===== src/verilog/lssc_pkg.sv =====
package lssc_pkg;

  // =========================================================
  // register addresses
  localparam logic [7:0] ADDR_STEP_CMD = 8'h00;
  localparam logic [7:0] ADDR_SEQ_OPTS = 8'h01;
  localparam logic [7:0] ADDR_BRIDGE = 8'h02;
  localparam logic [7:0] ADDR_CURRENT = 8'h03;

  // =========================================================
  // field positions
  localparam int STEP_DIR_BIT = 0;
  localparam int STEP_AF_RUN_BIT = 1;
  localparam int STEP_CNT_RST_BIT = 2;
  localparam int STEP_CODE_LSB = 3;
  localparam int OPT_HOLD_LSB = 0;
  localparam int OPT_EXC_BIT = 3;
  localparam int OPT_HOME_EN_BIT = 4;
  localparam int OPT_PLUS64_BIT = 5;
  localparam int OPT_BUSY_BIT = 7;
  localparam int BR_DIR_LSB = 0;
  localparam int BR_EN_BIT = 2;
  localparam int CUR_CODE_LSB = 0;

  // =========================================================
  // values after reset
  localparam logic [7:0] RST_REG = 8'h00;
  localparam logic [2:0] RST_PHASE = 3'h0;

  // =========================================================
  // timing
  localparam int CLK_PERIOD_NS = 50;
  localparam int BASE_TICK_NS = 1000000;
  localparam int BASE_TICK_CYCLES = BASE_TICK_NS / CLK_PERIOD_NS;
  localparam logic [3:0] AF_STEP_MS_2PH = 4'h2;
  localparam logic [3:0] AF_STEP_MS_12PH = 4'h1;
  localparam logic [3:0] HOME_STEP_MS_2PH = 4'hA;
  localparam logic [3:0] HOME_STEP_MS_12PH = 4'h5;

  // =========================================================
  // step counts and current
  localparam logic [7:0] STEP_EXTRA = 8'h40;
  localparam logic [8:0] CUR_MA_MAX = 9'h104;
  localparam logic [8:0] CUR_MA_STEP = 9'h00A;

  // =========================================================
  // bridge drive codes
  localparam logic [1:0] BR_STANDBY = 2'h0;
  localparam logic [1:0] BR_FWD = 2'h1;
  localparam logic [1:0] BR_REV = 2'h2;
  localparam logic [1:0] BR_BRAKE = 2'h3;

  typedef enum logic [1:0] {
    SEQ_IDLE = 2'b00,
    SEQ_PRE_HOLD = 2'b01,
    SEQ_STEP = 2'b11,
    SEQ_POST_HOLD = 2'b10
  } lssc_seq_t;

  typedef struct packed {
    logic a;
    logic b;
    logic c;
    logic d;
    logic e;
  } lssc_pins_t;

  typedef struct packed {
    logic [4:0] step_code;
    logic af_counter_rst_off;
    logic autofocus_run_enable;
    logic dir;
    logic [2:0] hold_code;
    logic exc_12;
    logic home_en;
    logic plus64;
    logic [1:0] br_dir;
    logic br_en;
    logic [3:0] cur_code;
    lssc_seq_t seq;
    logic seq_home;
    logic [3:0] period_ms;
    logic [3:0] ms_left;
    logic [7:0] pulse_left;
    logic [2:0] phase;
    logic [7:0] rdata;
    lssc_pins_t pin_out;
    lssc_pins_t pin_oe;
    logic cc_mode;
    logic [8:0] cur_ma;
  } lssc_state_t;

endpackage : lssc_pkg


===== src/verilog/lssc_top.sv =====
`timescale 1ns/1ps

module lssc_top
  import lssc_pkg::*;
#(
  parameter int TICK_CYCLES = BASE_TICK_CYCLES
) (
  input wire logic i_clk,
  input wire logic i_nrst,
  input wire logic i_wr_en,
  input wire logic i_rd_en,
  input wire logic [7:0] i_addr,
  input wire logic [7:0] i_wdata,
  output logic [7:0] o_rdata,
  output logic o_coil_out_a,
  output logic o_coil_out_a_oe,
  output logic o_coil_out_b,
  output logic o_coil_out_b_oe,
  output logic o_coil_out_c,
  output logic o_coil_out_c_oe,
  output logic o_coil_or_shutter_out_d,
  output logic o_coil_or_shutter_out_d_oe,
  output logic o_shutter_out_e,
  output logic o_shutter_out_e_oe,
  output logic o_const_current_mode,
  output logic [3:0] o_current_code,
  output logic [8:0] o_current_ma,
  output logic o_sequence_busy_flag
);

  // =========================================================
  // decode helpers

  // hold length in step periods for the 3-bit hold code
  function automatic logic [7:0] hold_pulses(input logic [2:0] code);
    logic [7:0] p;
    p = 8'h01;
    case (code)
      3'h0: p = 8'h01;
      3'h1: p = 8'h02;
      3'h2: p = 8'h04;
      3'h3: p = 8'h05;
      3'h4: p = 8'h08;
      3'h5: p = 8'h10;
      3'h6: p = 8'h20;
      default: p = 8'h01;
    endcase
    return p;
  endfunction : hold_pulses

  // eight-state 1-2 phase table; even entries form the 2-phase walk
  function automatic logic [3:0] coil_pattern(input logic [2:0] idx);
    logic [3:0] p;
    p = 4'b1010;
    case (idx)
      3'h0: p = 4'b1010;
      3'h1: p = 4'b0010;
      3'h2: p = 4'b0110;
      3'h3: p = 4'b0100;
      3'h4: p = 4'b0101;
      3'h5: p = 4'b0001;
      3'h6: p = 4'b1001;
      default: p = 4'b1000;
    endcase
    return p;
  endfunction : coil_pattern

  // period of one step in base ticks
  function automatic logic [3:0] step_ms(input logic home, input logic exc12);
    logic [3:0] m;
    m = AF_STEP_MS_2PH;
    if (home)
    begin
      m = exc12 ? HOME_STEP_MS_12PH : HOME_STEP_MS_2PH;
    end
    else
    begin
      m = exc12 ? AF_STEP_MS_12PH : AF_STEP_MS_2PH;
    end
    return m;
  endfunction : step_ms

  // =========================================================
  // state and tick

  lssc_state_t st;
  lssc_state_t next_st;
  logic tick;
  logic start_now;
  logic busy;
  logic [7:0] step_total;
  logic [2:0] phase_inc;
  logic [3:0] coils;

  assign busy = (st.seq != SEQ_IDLE);

  // restart keeps the first period a full one after a start
  lssc_tick #(
    .CYCLES(TICK_CYCLES)
  ) u_tick (
    .i_clk(i_clk),
    .i_nrst(i_nrst),
    .i_restart(start_now),
    .o_tick(tick)
  );

  // programmed step total, twice the code plus two, plus optional 64-step extension
  always_comb
  begin
    step_total = {2'b00, st.step_code, 1'b0} + 8'h02;
    if (st.plus64)
    begin
      step_total = step_total + STEP_EXTRA;
    end
  end

  assign start_now = i_wr_en && (i_addr == ADDR_STEP_CMD) && !busy
    && (i_wdata[STEP_AF_RUN_BIT] || st.home_en);
  assign phase_inc = st.exc_12 ? 3'h1 : 3'h2;
  assign coils = coil_pattern(st.phase);

  // =========================================================
  // next state
  always_comb
  begin
    next_st = st;

    // register writes; sequence settings are frozen while busy
    if (i_wr_en)
    begin
      if (i_addr == ADDR_STEP_CMD)
      begin
        if (!busy)
        begin
          next_st.dir = i_wdata[STEP_DIR_BIT];
          next_st.autofocus_run_enable = i_wdata[STEP_AF_RUN_BIT];
          next_st.af_counter_rst_off = i_wdata[STEP_CNT_RST_BIT];
          next_st.step_code = i_wdata[STEP_CODE_LSB +: 5];
        end
      end
      else if (i_addr == ADDR_SEQ_OPTS)
      begin
        if (!busy)
        begin
          next_st.hold_code = i_wdata[OPT_HOLD_LSB +: 3];
          next_st.exc_12 = i_wdata[OPT_EXC_BIT];
          next_st.home_en = i_wdata[OPT_HOME_EN_BIT];
          next_st.plus64 = i_wdata[OPT_PLUS64_BIT];
        end
      end
      else if (i_addr == ADDR_BRIDGE)
      begin
        next_st.br_dir = i_wdata[BR_DIR_LSB +: 2];
        next_st.br_en = i_wdata[BR_EN_BIT];
      end
      else if (i_addr == ADDR_CURRENT)
      begin
        next_st.cur_code = i_wdata[CUR_CODE_LSB +: 4];
      end
    end

    // register reads, unmapped addresses answer zero
    if (i_rd_en)
    begin
      if (i_addr == ADDR_STEP_CMD)
      begin
        next_st.rdata = {st.step_code, st.af_counter_rst_off, st.autofocus_run_enable, st.dir};
      end
      else if (i_addr == ADDR_SEQ_OPTS)
      begin
        next_st.rdata = {busy, 1'b0, st.plus64, st.home_en, st.exc_12, st.hold_code};
      end
      else if (i_addr == ADDR_BRIDGE)
      begin
        next_st.rdata = {5'h00, st.br_en, st.br_dir};
      end
      else if (i_addr == ADDR_CURRENT)
      begin
        next_st.rdata = {4'h0, st.cur_code};
      end
      else
      begin
        next_st.rdata = RST_REG;
      end
    end

    // sequencer: hold, step run, equal hold, then idle
    case (st.seq)
      SEQ_IDLE:
      begin
        if (start_now)
        begin
          next_st.seq = SEQ_PRE_HOLD;
          next_st.seq_home = st.home_en;
          next_st.period_ms = step_ms(st.home_en, st.exc_12);
          next_st.ms_left = step_ms(st.home_en, st.exc_12);
          next_st.pulse_left = hold_pulses(st.hold_code);
          next_st.phase = RST_PHASE;
        end
      end
      SEQ_PRE_HOLD:
      begin
        if (tick)
        begin
          if (st.ms_left == 4'h1)
          begin
            next_st.ms_left = st.period_ms;
            if (st.pulse_left == 8'h01)
            begin
              next_st.seq = SEQ_STEP;
              next_st.pulse_left = step_total;
            end
            else
            begin
              next_st.pulse_left = st.pulse_left - 8'h01;
            end
          end
          else
          begin
            next_st.ms_left = st.ms_left - 4'h1;
          end
        end
      end
      SEQ_STEP:
      begin
        if (tick)
        begin
          if (st.ms_left == 4'h1)
          begin
            next_st.ms_left = st.period_ms;
            next_st.phase = st.dir ? st.phase - phase_inc : st.phase + phase_inc;
            if (st.pulse_left == 8'h01)
            begin
              next_st.seq = SEQ_POST_HOLD;
              next_st.pulse_left = hold_pulses(st.hold_code);
            end
            else
            begin
              next_st.pulse_left = st.pulse_left - 8'h01;
            end
          end
          else
          begin
            next_st.ms_left = st.ms_left - 4'h1;
          end
        end
      end
      SEQ_POST_HOLD:
      begin
        if (tick)
        begin
          if (st.ms_left == 4'h1)
          begin
            next_st.ms_left = st.period_ms;
            if (st.pulse_left == 8'h01)
            begin
              next_st.seq = SEQ_IDLE;
            end
            else
            begin
              next_st.pulse_left = st.pulse_left - 8'h01;
            end
          end
          else
          begin
            next_st.ms_left = st.ms_left - 4'h1;
          end
        end
      end
      default:
      begin
        next_st.seq = SEQ_IDLE;
      end
    endcase

    // =========================================================
    // pin drive; the sequencer owns the shared d pin while it runs
    next_st.pin_out = '0;
    next_st.pin_oe = '0;
    next_st.cc_mode = 1'b0;
    if (busy)
    begin
      next_st.pin_out.a = coils[3];
      next_st.pin_out.b = coils[2];
      next_st.pin_out.c = coils[1];
      next_st.pin_out.d = coils[0];
      next_st.pin_oe.a = 1'b1;
      next_st.pin_oe.b = 1'b1;
      next_st.pin_oe.c = 1'b1;
      next_st.pin_oe.d = 1'b1;
    end
    else if (st.br_en)
    begin
      case (st.br_dir)
        BR_FWD:
        begin
          next_st.pin_out.d = 1'b1;
          next_st.pin_oe.d = 1'b1;
          next_st.pin_oe.e = 1'b1;
          next_st.cc_mode = 1'b1;
        end
        BR_REV:
        begin
          next_st.pin_out.e = 1'b1;
          next_st.pin_oe.d = 1'b1;
          next_st.pin_oe.e = 1'b1;
          next_st.cc_mode = 1'b1;
        end
        BR_BRAKE:
        begin
          next_st.pin_oe.d = 1'b1;
          next_st.pin_oe.e = 1'b1;
        end
        default:
        begin
          next_st.pin_oe.d = 1'b0;
        end
      endcase
    end

    // current set point in mA for the analog regulator
    next_st.cur_ma = CUR_MA_MAX - 9'(CUR_MA_STEP * {5'h00, st.cur_code});
  end

  // =========================================================
  // state register
  always_ff @(posedge i_clk)
  begin
    if (!i_nrst)
    begin
      st <= '0;
      st.seq <= SEQ_IDLE;
      st.phase <= RST_PHASE;
      st.rdata <= RST_REG;
      st.cur_ma <= CUR_MA_MAX;
    end
    else
    begin
      st <= next_st;
    end
  end

  // =========================================================
  // outputs
  assign o_rdata = st.rdata;
  assign o_coil_out_a = st.pin_out.a;
  assign o_coil_out_a_oe = st.pin_oe.a;
  assign o_coil_out_b = st.pin_out.b;
  assign o_coil_out_b_oe = st.pin_oe.b;
  assign o_coil_out_c = st.pin_out.c;
  assign o_coil_out_c_oe = st.pin_oe.c;
  assign o_coil_or_shutter_out_d = st.pin_out.d;
  assign o_coil_or_shutter_out_d_oe = st.pin_oe.d;
  assign o_shutter_out_e = st.pin_out.e;
  assign o_shutter_out_e_oe = st.pin_oe.e;
  assign o_const_current_mode = st.cc_mode;
  assign o_current_code = st.cur_code;
  assign o_current_ma = st.cur_ma;
  assign o_sequence_busy_flag = busy;

endmodule : lssc_top


===== src/verilog/lssc_tick.sv =====
`timescale 1ns/1ps

// =========================================================
// base tick prescaler, restartable so a sequence starts on a whole period
module lssc_tick #(
  parameter int CYCLES = 20000
) (
  input wire logic i_clk,
  input wire logic i_nrst,
  input wire logic i_restart,
  output logic o_tick
);

  localparam int CW = $clog2(CYCLES);
  localparam logic [CW-1:0] LAST = CW'(CYCLES - 1);

  logic [CW-1:0] cnt;

  always_ff @(posedge i_clk)
  begin
    if (!i_nrst || i_restart)
    begin
      cnt <= '0;
      o_tick <= 1'b0;
    end
    else if (cnt == LAST)
    begin
      cnt <= '0;
      o_tick <= 1'b1;
    end
    else
    begin
      cnt <= cnt + 1'b1;
      o_tick <= 1'b0;
    end
  end

endmodule : lssc_tick


===== config.mk =====
export PLATFORM = sky130hd
export DESIGN_NAME = lssc_top
export DESIGN_NICKNAME = d
export VERILOG_FILES = /design/src/verilog/lssc_pkg.sv /design/src/verilog/lssc_top.sv /design/src/verilog/lssc_tick.sv
export SDC_FILE = /design/constraint.sdc
export NUM_CORES = 1
export LEC_CHECK = 0
export ABC_CLOCK_PERIOD_IN_PS = 3100
export BUFFER_PORTS_ARGS = -buffer_cell sky130_fd_sc_hd__buf_2
export CAP_MARGIN = 15
export CORE_UTILIZATION = 58
export DETAILED_ROUTE_END_ITERATION = 8
export PLACE_DENSITY = 0.79
export SLEW_MARGIN = 20
export SYNTH_ARGS = -nofsm -noshare
export SYNTH_HDL_FRONTEND = slang
export SYNTH_SLANG_ARGS = --single-unit

===== constraint.sdc =====
create_clock -name i_clk -period 3.1 [get_ports i_clk]
set_input_delay 0.465 -clock i_clk [delete_from_list [all_inputs] [get_ports i_clk]]
set_output_delay 0.465 -clock i_clk [all_outputs]
set_load 0.02 [all_outputs]

==> Word level (Yosys, flattened, before mapping) <==
Index checks and enable logic that the tools add are counted.
{ "op_classes": {"reduce_logical": 26, "n_mux": 45, "n_bitwise": 6, "order_cmp": 0, "addsub": 8, "n_shift": 0, "multipliers": 1, "n_eq_ne": 35, "div": 0} }
{ "ops": {"columns": ["cell", "n"], "rows": [
  ["8-bit two-way mux", 8],
  ["12-bit one-hot mux with 4 select lines", 1],
  ["6-bit one-hot mux with 6 select lines", 1],
  ["4-bit one-hot mux with 7 select lines", 1],
  ["12-bit two-way mux", 2],
  ["2-bit two-way mux", 12],
  ["22-bit two-way mux", 1],
  ["4-bit two-way mux", 5],
  ["3-bit == test (second input constant)", 6],
  ["8-bit by 1-bit == test with 1-bit output (second input constant)", 2],
  ["8-bit by 2-bit == test with 1-bit output (second input constant)", 2],
  ["4-bit AND reduction", 4],
  ["15-bit by 1-bit adder with 15-bit output (second input constant)", 1],
  ["15-bit == test (second input constant)", 1],
  ["15-bit two-way mux", 1],
  ["2-bit != test (second input constant)", 7],
  ["3-bit by 2-bit == test with 1-bit output (second input constant)", 4],
  ["11-bit two-way mux", 1],
  ["10-bit AND reduction", 1],
  ["3-bit two-way mux", 3],
  ["9-bit by 8-bit subtractor with 9-bit output (first input constant)", 1],
  ["7-bit by 7-bit adder with 8-bit output (second input constant)", 1],
  ["2-bit == test (second input constant)", 4],
  ["8-bit zero test", 1],
  ["other kinds (26)", 50]
]} }
{ "totals": {"ramBits": 0, "latchBits": 0, "mem_count": 0, "romBits": 0, "out_inout_bits": 33, "word_cells": 153, "ff_bits": 87} }

==> Longest topological paths before layout <==
{ "logic_depth": {"ltp_word": 7, "ltp_mapped": 8, "mapped_depth_nobuf": 8} }

==> Cells and area by module <==
Synthesis repeated with hierarchy kept, for this count alone.
{ "hier_totals": {"cells_unflattened": 507, "hier_area_um2": 4566.9} }
{ "by_module_without_submodules": {"columns": ["module", "cells_each", "area_each_um2", "instances"], "rows": [
  ["lssc_top", 431, 3831.2, 1],
  ["lssc_tick", 76, 735.7, 1]
]} }

==> Worst setup path before layout <==
OpenSTA, ideal clock, no wires.
{ "synth_path": {"kind": "input port to flip-flop", "from": "input i_addr[0]", "to": "register st[38] (netlist name)", "slack_ps": 739, "setup_ps": 114, "t_arrival_ps": 2247, "path_buffers": 3, "cell_stages": 8, "required_time_ps": 2986, "path_cell_list": "buf_6 -> or4_4 -> or4_4 -> buf_6 -> a22oi_4 -> buf_6 -> nand3b_1 -> nand2_1"} }
{ "synth_between": {"elab_chain_cells": 6} }
{ "synth_lines": {"columns": ["item", "line", "source"], "rows": [
  ["start: declaration", "lssc_top.sv:12", "input wire logic [7:0] i_addr,"],
  ["8-bit zero test", "lssc_top.sv:117", "assign start_now = i_wr_en && (i_addr == ADDR_STEP_CMD) && !busy"],
  ["1-bit logical AND (2 in series)", "lssc_top.sv:117", null],
  ["1-bit logical AND", "lssc_top.sv:118", "&& (i_wdata[STEP_AF_RUN_BIT] || st.home_en);"],
  ["2-bit by 1-bit != test with 1-bit output (no line)", null, null],
  ["8-bit AND reduction (no line)", null, null],
  ["end signal: assignment", "lssc_top.sv:339", "st <= next_st;"],
  ["end: declaration", "lssc_top.sv:86", "lssc_state_t st;"]
]} }
No other way between the ends.
A chain may end at the register's enable or synchronous reset.

==> Final worst setup path <==
{ "layout_path": {"from": "input i_addr[1]", "to": "register st[36] (netlist name)"} }
The elaborated chain is that of the path after synthesis.

==> results.py <==
metrics = {
    "power_and_ir_drop": {
        "p_leak_nw": 1.987,
        "power_density_mw_per_mm2": 406.7,
        "ir_worst_vdd_v": 0.0002524,
        "power_mw": 1.968,
    },
    "cts": {
        "clk_path_buf_depth": 2,
        "cts_setup_buffers": 0,
        "cts.reportedPaths.clkPinSlew_ns": 0.08,
        "clock-sinks": 83,
        "root_buffer": "clkbuf_8",
        "cts_buffers": 9,
        "htree_num_levels": 3,
        "holdBufCountCts": 0,
        "post_cts_resized": 0,
        "insertion_delay_ns": 0.35,
        "cts_tree": "built",
    },
    "setup_path": {
        "ff2ff_path_depth": 7,
        "start_kind": "primary input",
        "crit_top_cell": "or4_4",
        "cp_max_fo": 14,
        "worstSetupPathType": "primary input to flop",
        "cpLargestDelayFamily": "simple AND/OR/NAND/NOR gates",
        "worst_ep_arrival_time_ns": 2.51,
        "timing.rr.start": "o_current_code[3]",
        "cp_cell_sequence": "buf_2 > or4_4 > or4_4 > a22oi_4 > nor2_1 > a41o_1",
        "cpPeakStageDelay_ns": 0.59,
        "path_buf_inv": 1,
        "cp_slowest_cell": "or4_4",
        "r2r-end": "o_current_ma[7]",
        "r2r_slack_ns": 0.89,
        "critPathCaptureType": "flop",
        "critPathRequiredTime_ns": 3.35,
    },
    "placement": {
        "gp_congestion": 0.9327,
        "preCtsSetupSlack_ns": 0.4762,
        "place_area_mm2": 0.004646,
        "hpwl_um": 6835,
        "dp.cells": 624,
        "numPortBuffers": 51,
    },
    "routing": {
        "wl_met3_um": 429,
        "dr.max_layer_used": "met4",
        "wl_met2_um": 4332,
        "routed_wl_um": 9494,
        "vias_per_cell": 5.834,
        "wl_per_cell_um": 14.86,
        "first_pass_iters": 4,
        "wl_met1_um": 4482,
        "drt-initial-drc-count": 179,
        "ant_nets": 0,
        "vias": 3728,
        "drc": 0,
    },
    "logic_synthesis": {
        "synth_top_area_share": 0.3738,
        "synthFlopType": "dfxtp_1",
        "synth_edf_count": 0,
        "synth_fp_nets": 543,
        "synth-compound-area-share": 0.1371,
        "synth_cell_types": 58,
        "synthTopCellsByArea": "dfxtp_1 37%, mux2i_1 6.3%, ha_1 4.5%",
        "ys_warn_count": 0,
        "synth_area_mm2": 0.004446,
        "synthCells": 505,
        "ys_ff_latch": 83,
        "yosysTopAreaCell": "dfxtp_1",
        "synth_top_family_by_area": "simple AND/OR/NAND/NOR gates",
        "synth.area.mux_share": 0.07064,
        "synth_fa_ha_area_frac": 0.05404,
        "yosys.area_share.simple": 0.2390,
        "avgSynthCellArea_um2": 8.803,
        "yosysSeqAreaShare": 0.3738,
        "synth-async-reset-ratio": 0,
        "synth_xor_xnor_area_share": 0.04728,
    },
    "sta": {
        "rsz0062_at_grt": "false",
        "period_share": 0.7311,
        "worst_slack_ns": 0.8336,
        "fin_skew_ns": 0.006963,
        "slew_headroom": 0.6068,
        "fmax_ghz": 0.4412,
        "whs_ns": 0.3765,
        "maxSlewViolCount": 0,
        "finalCriticalPeriod_ns": 2.266,
        "final_hold_viol_count": 0,
        "setup_viol": 0,
        "tightest_slew_ns": 0.5862,
        "tns_ns": 0,
    },
    "global_routing": {
        "grt_pass1_wl_um": 15470,
        "grt_max_degree": 30,
        "first_global_vias": 3354,
        "gr-usage-all-layers": 0.2500,
        "antenna_found_initial": 0,
        "grt.overflow.total": 0,
    },
    "die": {
        "dieArea_mm2": 0.008019,
        "die_h_um": 89.55,
        "core.rowCount": 31,
        "core_area_mm2": 0.007331,
        "initial_utilization": 0.6064,
        "ioPinCount": 53,
        "chipWidth_um": 89.55,
    },
    "cells_and_area": {
        "layout-drive-gt1-share": 0.1704,
        "final_cell_mix": "83 x dfxtp_1, 51 x buf_2, 46 x nor2_1",
        "utilization": 0.6600,
        "synthToLayoutAreaGrowth_pct": 8.838,
        "finalInstanceArea_mm2": 0.004838,
        "final_common_cell": "dfxtp_1",
        "layout.cells.non_filler": 639,
        "diodes": 0,
        "final_nets": 574,
    },
    "worst_hold_path": {
        "hp-start": "i_wdata[7]",
        "min_to": "st[70]",
        "holdCritPathClass": "primary input to flop",
        "whs_path_depth": 3,
    },
    "job": {
        "max_cap_violations": 0,
    },
    "run_status": {
        "outcome": "finished clean",
    },
}
layer usage:
metal | global-route usage | vias up
li1 | - | 1831
met1 | 0.3343 | 1752
met2 | 0.3933 | 119
met3 | 0.03878 | 26
met4 | 0.1212 | 0
met5 | 0 | -
worst reg2reg max path, cell delays in order (launching register included):
cell      delay (ns)
dfxtp_1         0.54
ha_1            0.31
ha_1            0.21
inv_1           0.07
fa_1            0.46
nand2_1         0.13
mux2i_1         0.08
a221oi_1        0.31
report_power, final:
part | switching, mW | internal [mW]
clock network | 0.385 | 0.391
logic | 0.0727 | 0.0405
registers | 0.00558 | 1.07
total | 0.464 | 1.50
worst max-delay path by stage:
stage / from / end / slack [ns] / cells after the start
after global routing: o_current_code[3] / o_current_ma[7] / 0.70 / 7
after global placement: i_addr[1] / st[36] / 0.52 / 6
final: i_addr[1] / st[36] / 0.83 / 6
after CTS: i_addr[1] / st[36] / 0.85 / 6
after detailed placement: i_addr[1] / st[36] / 0.48 / 6
after floorplan: i_addr[0] / st[38] / 0.74 / 8
sequential cells by signal, summed over array words and instances (netlist names), 4 cells and up:
signal	flops
st	38
o_current_ma	8
o_rdata	8
u_tick.cnt	15
o_current_code	4
cell type report:
class,instances,area [um^2]
Fill cell,619,2492
Multi-Input combinational cell,360,2440
Sequential cell,83,1662
Timing Repair Buffer,64,352.8
Clock buffer,11,141.4
Tap cell,99,123.9
Inverter,18,67.56
Clock inverter,4,51.30
cell families (layout without fill, tap and decap cells):
kind of cell / Yosys count / in the layout
adder cells (fa/ha/maj): 18 / 18
flip-flops: 83 / 83
AND/OR/NAND/NOR: 195 / 195
multiplexers: 31 / 31
buffers and inverters: 62 / 97
AO/OA/AOI/OAI: 91 / 91
XOR/XNOR: 24 / 24
other: 1 / 1
synth_stat cells, types with 15 or more instances:
cell type	n
a21oi_1	20
buf_4	23
clkbuf_1	15
dfxtp_1	83
ha_1	16
inv_1	16
mux2i_1	28
nand2_1	30
nand3_1	24
nor2_1	46
nor2b_1	20
o21ai_0	19
Power figures use the tool's default switching activity.
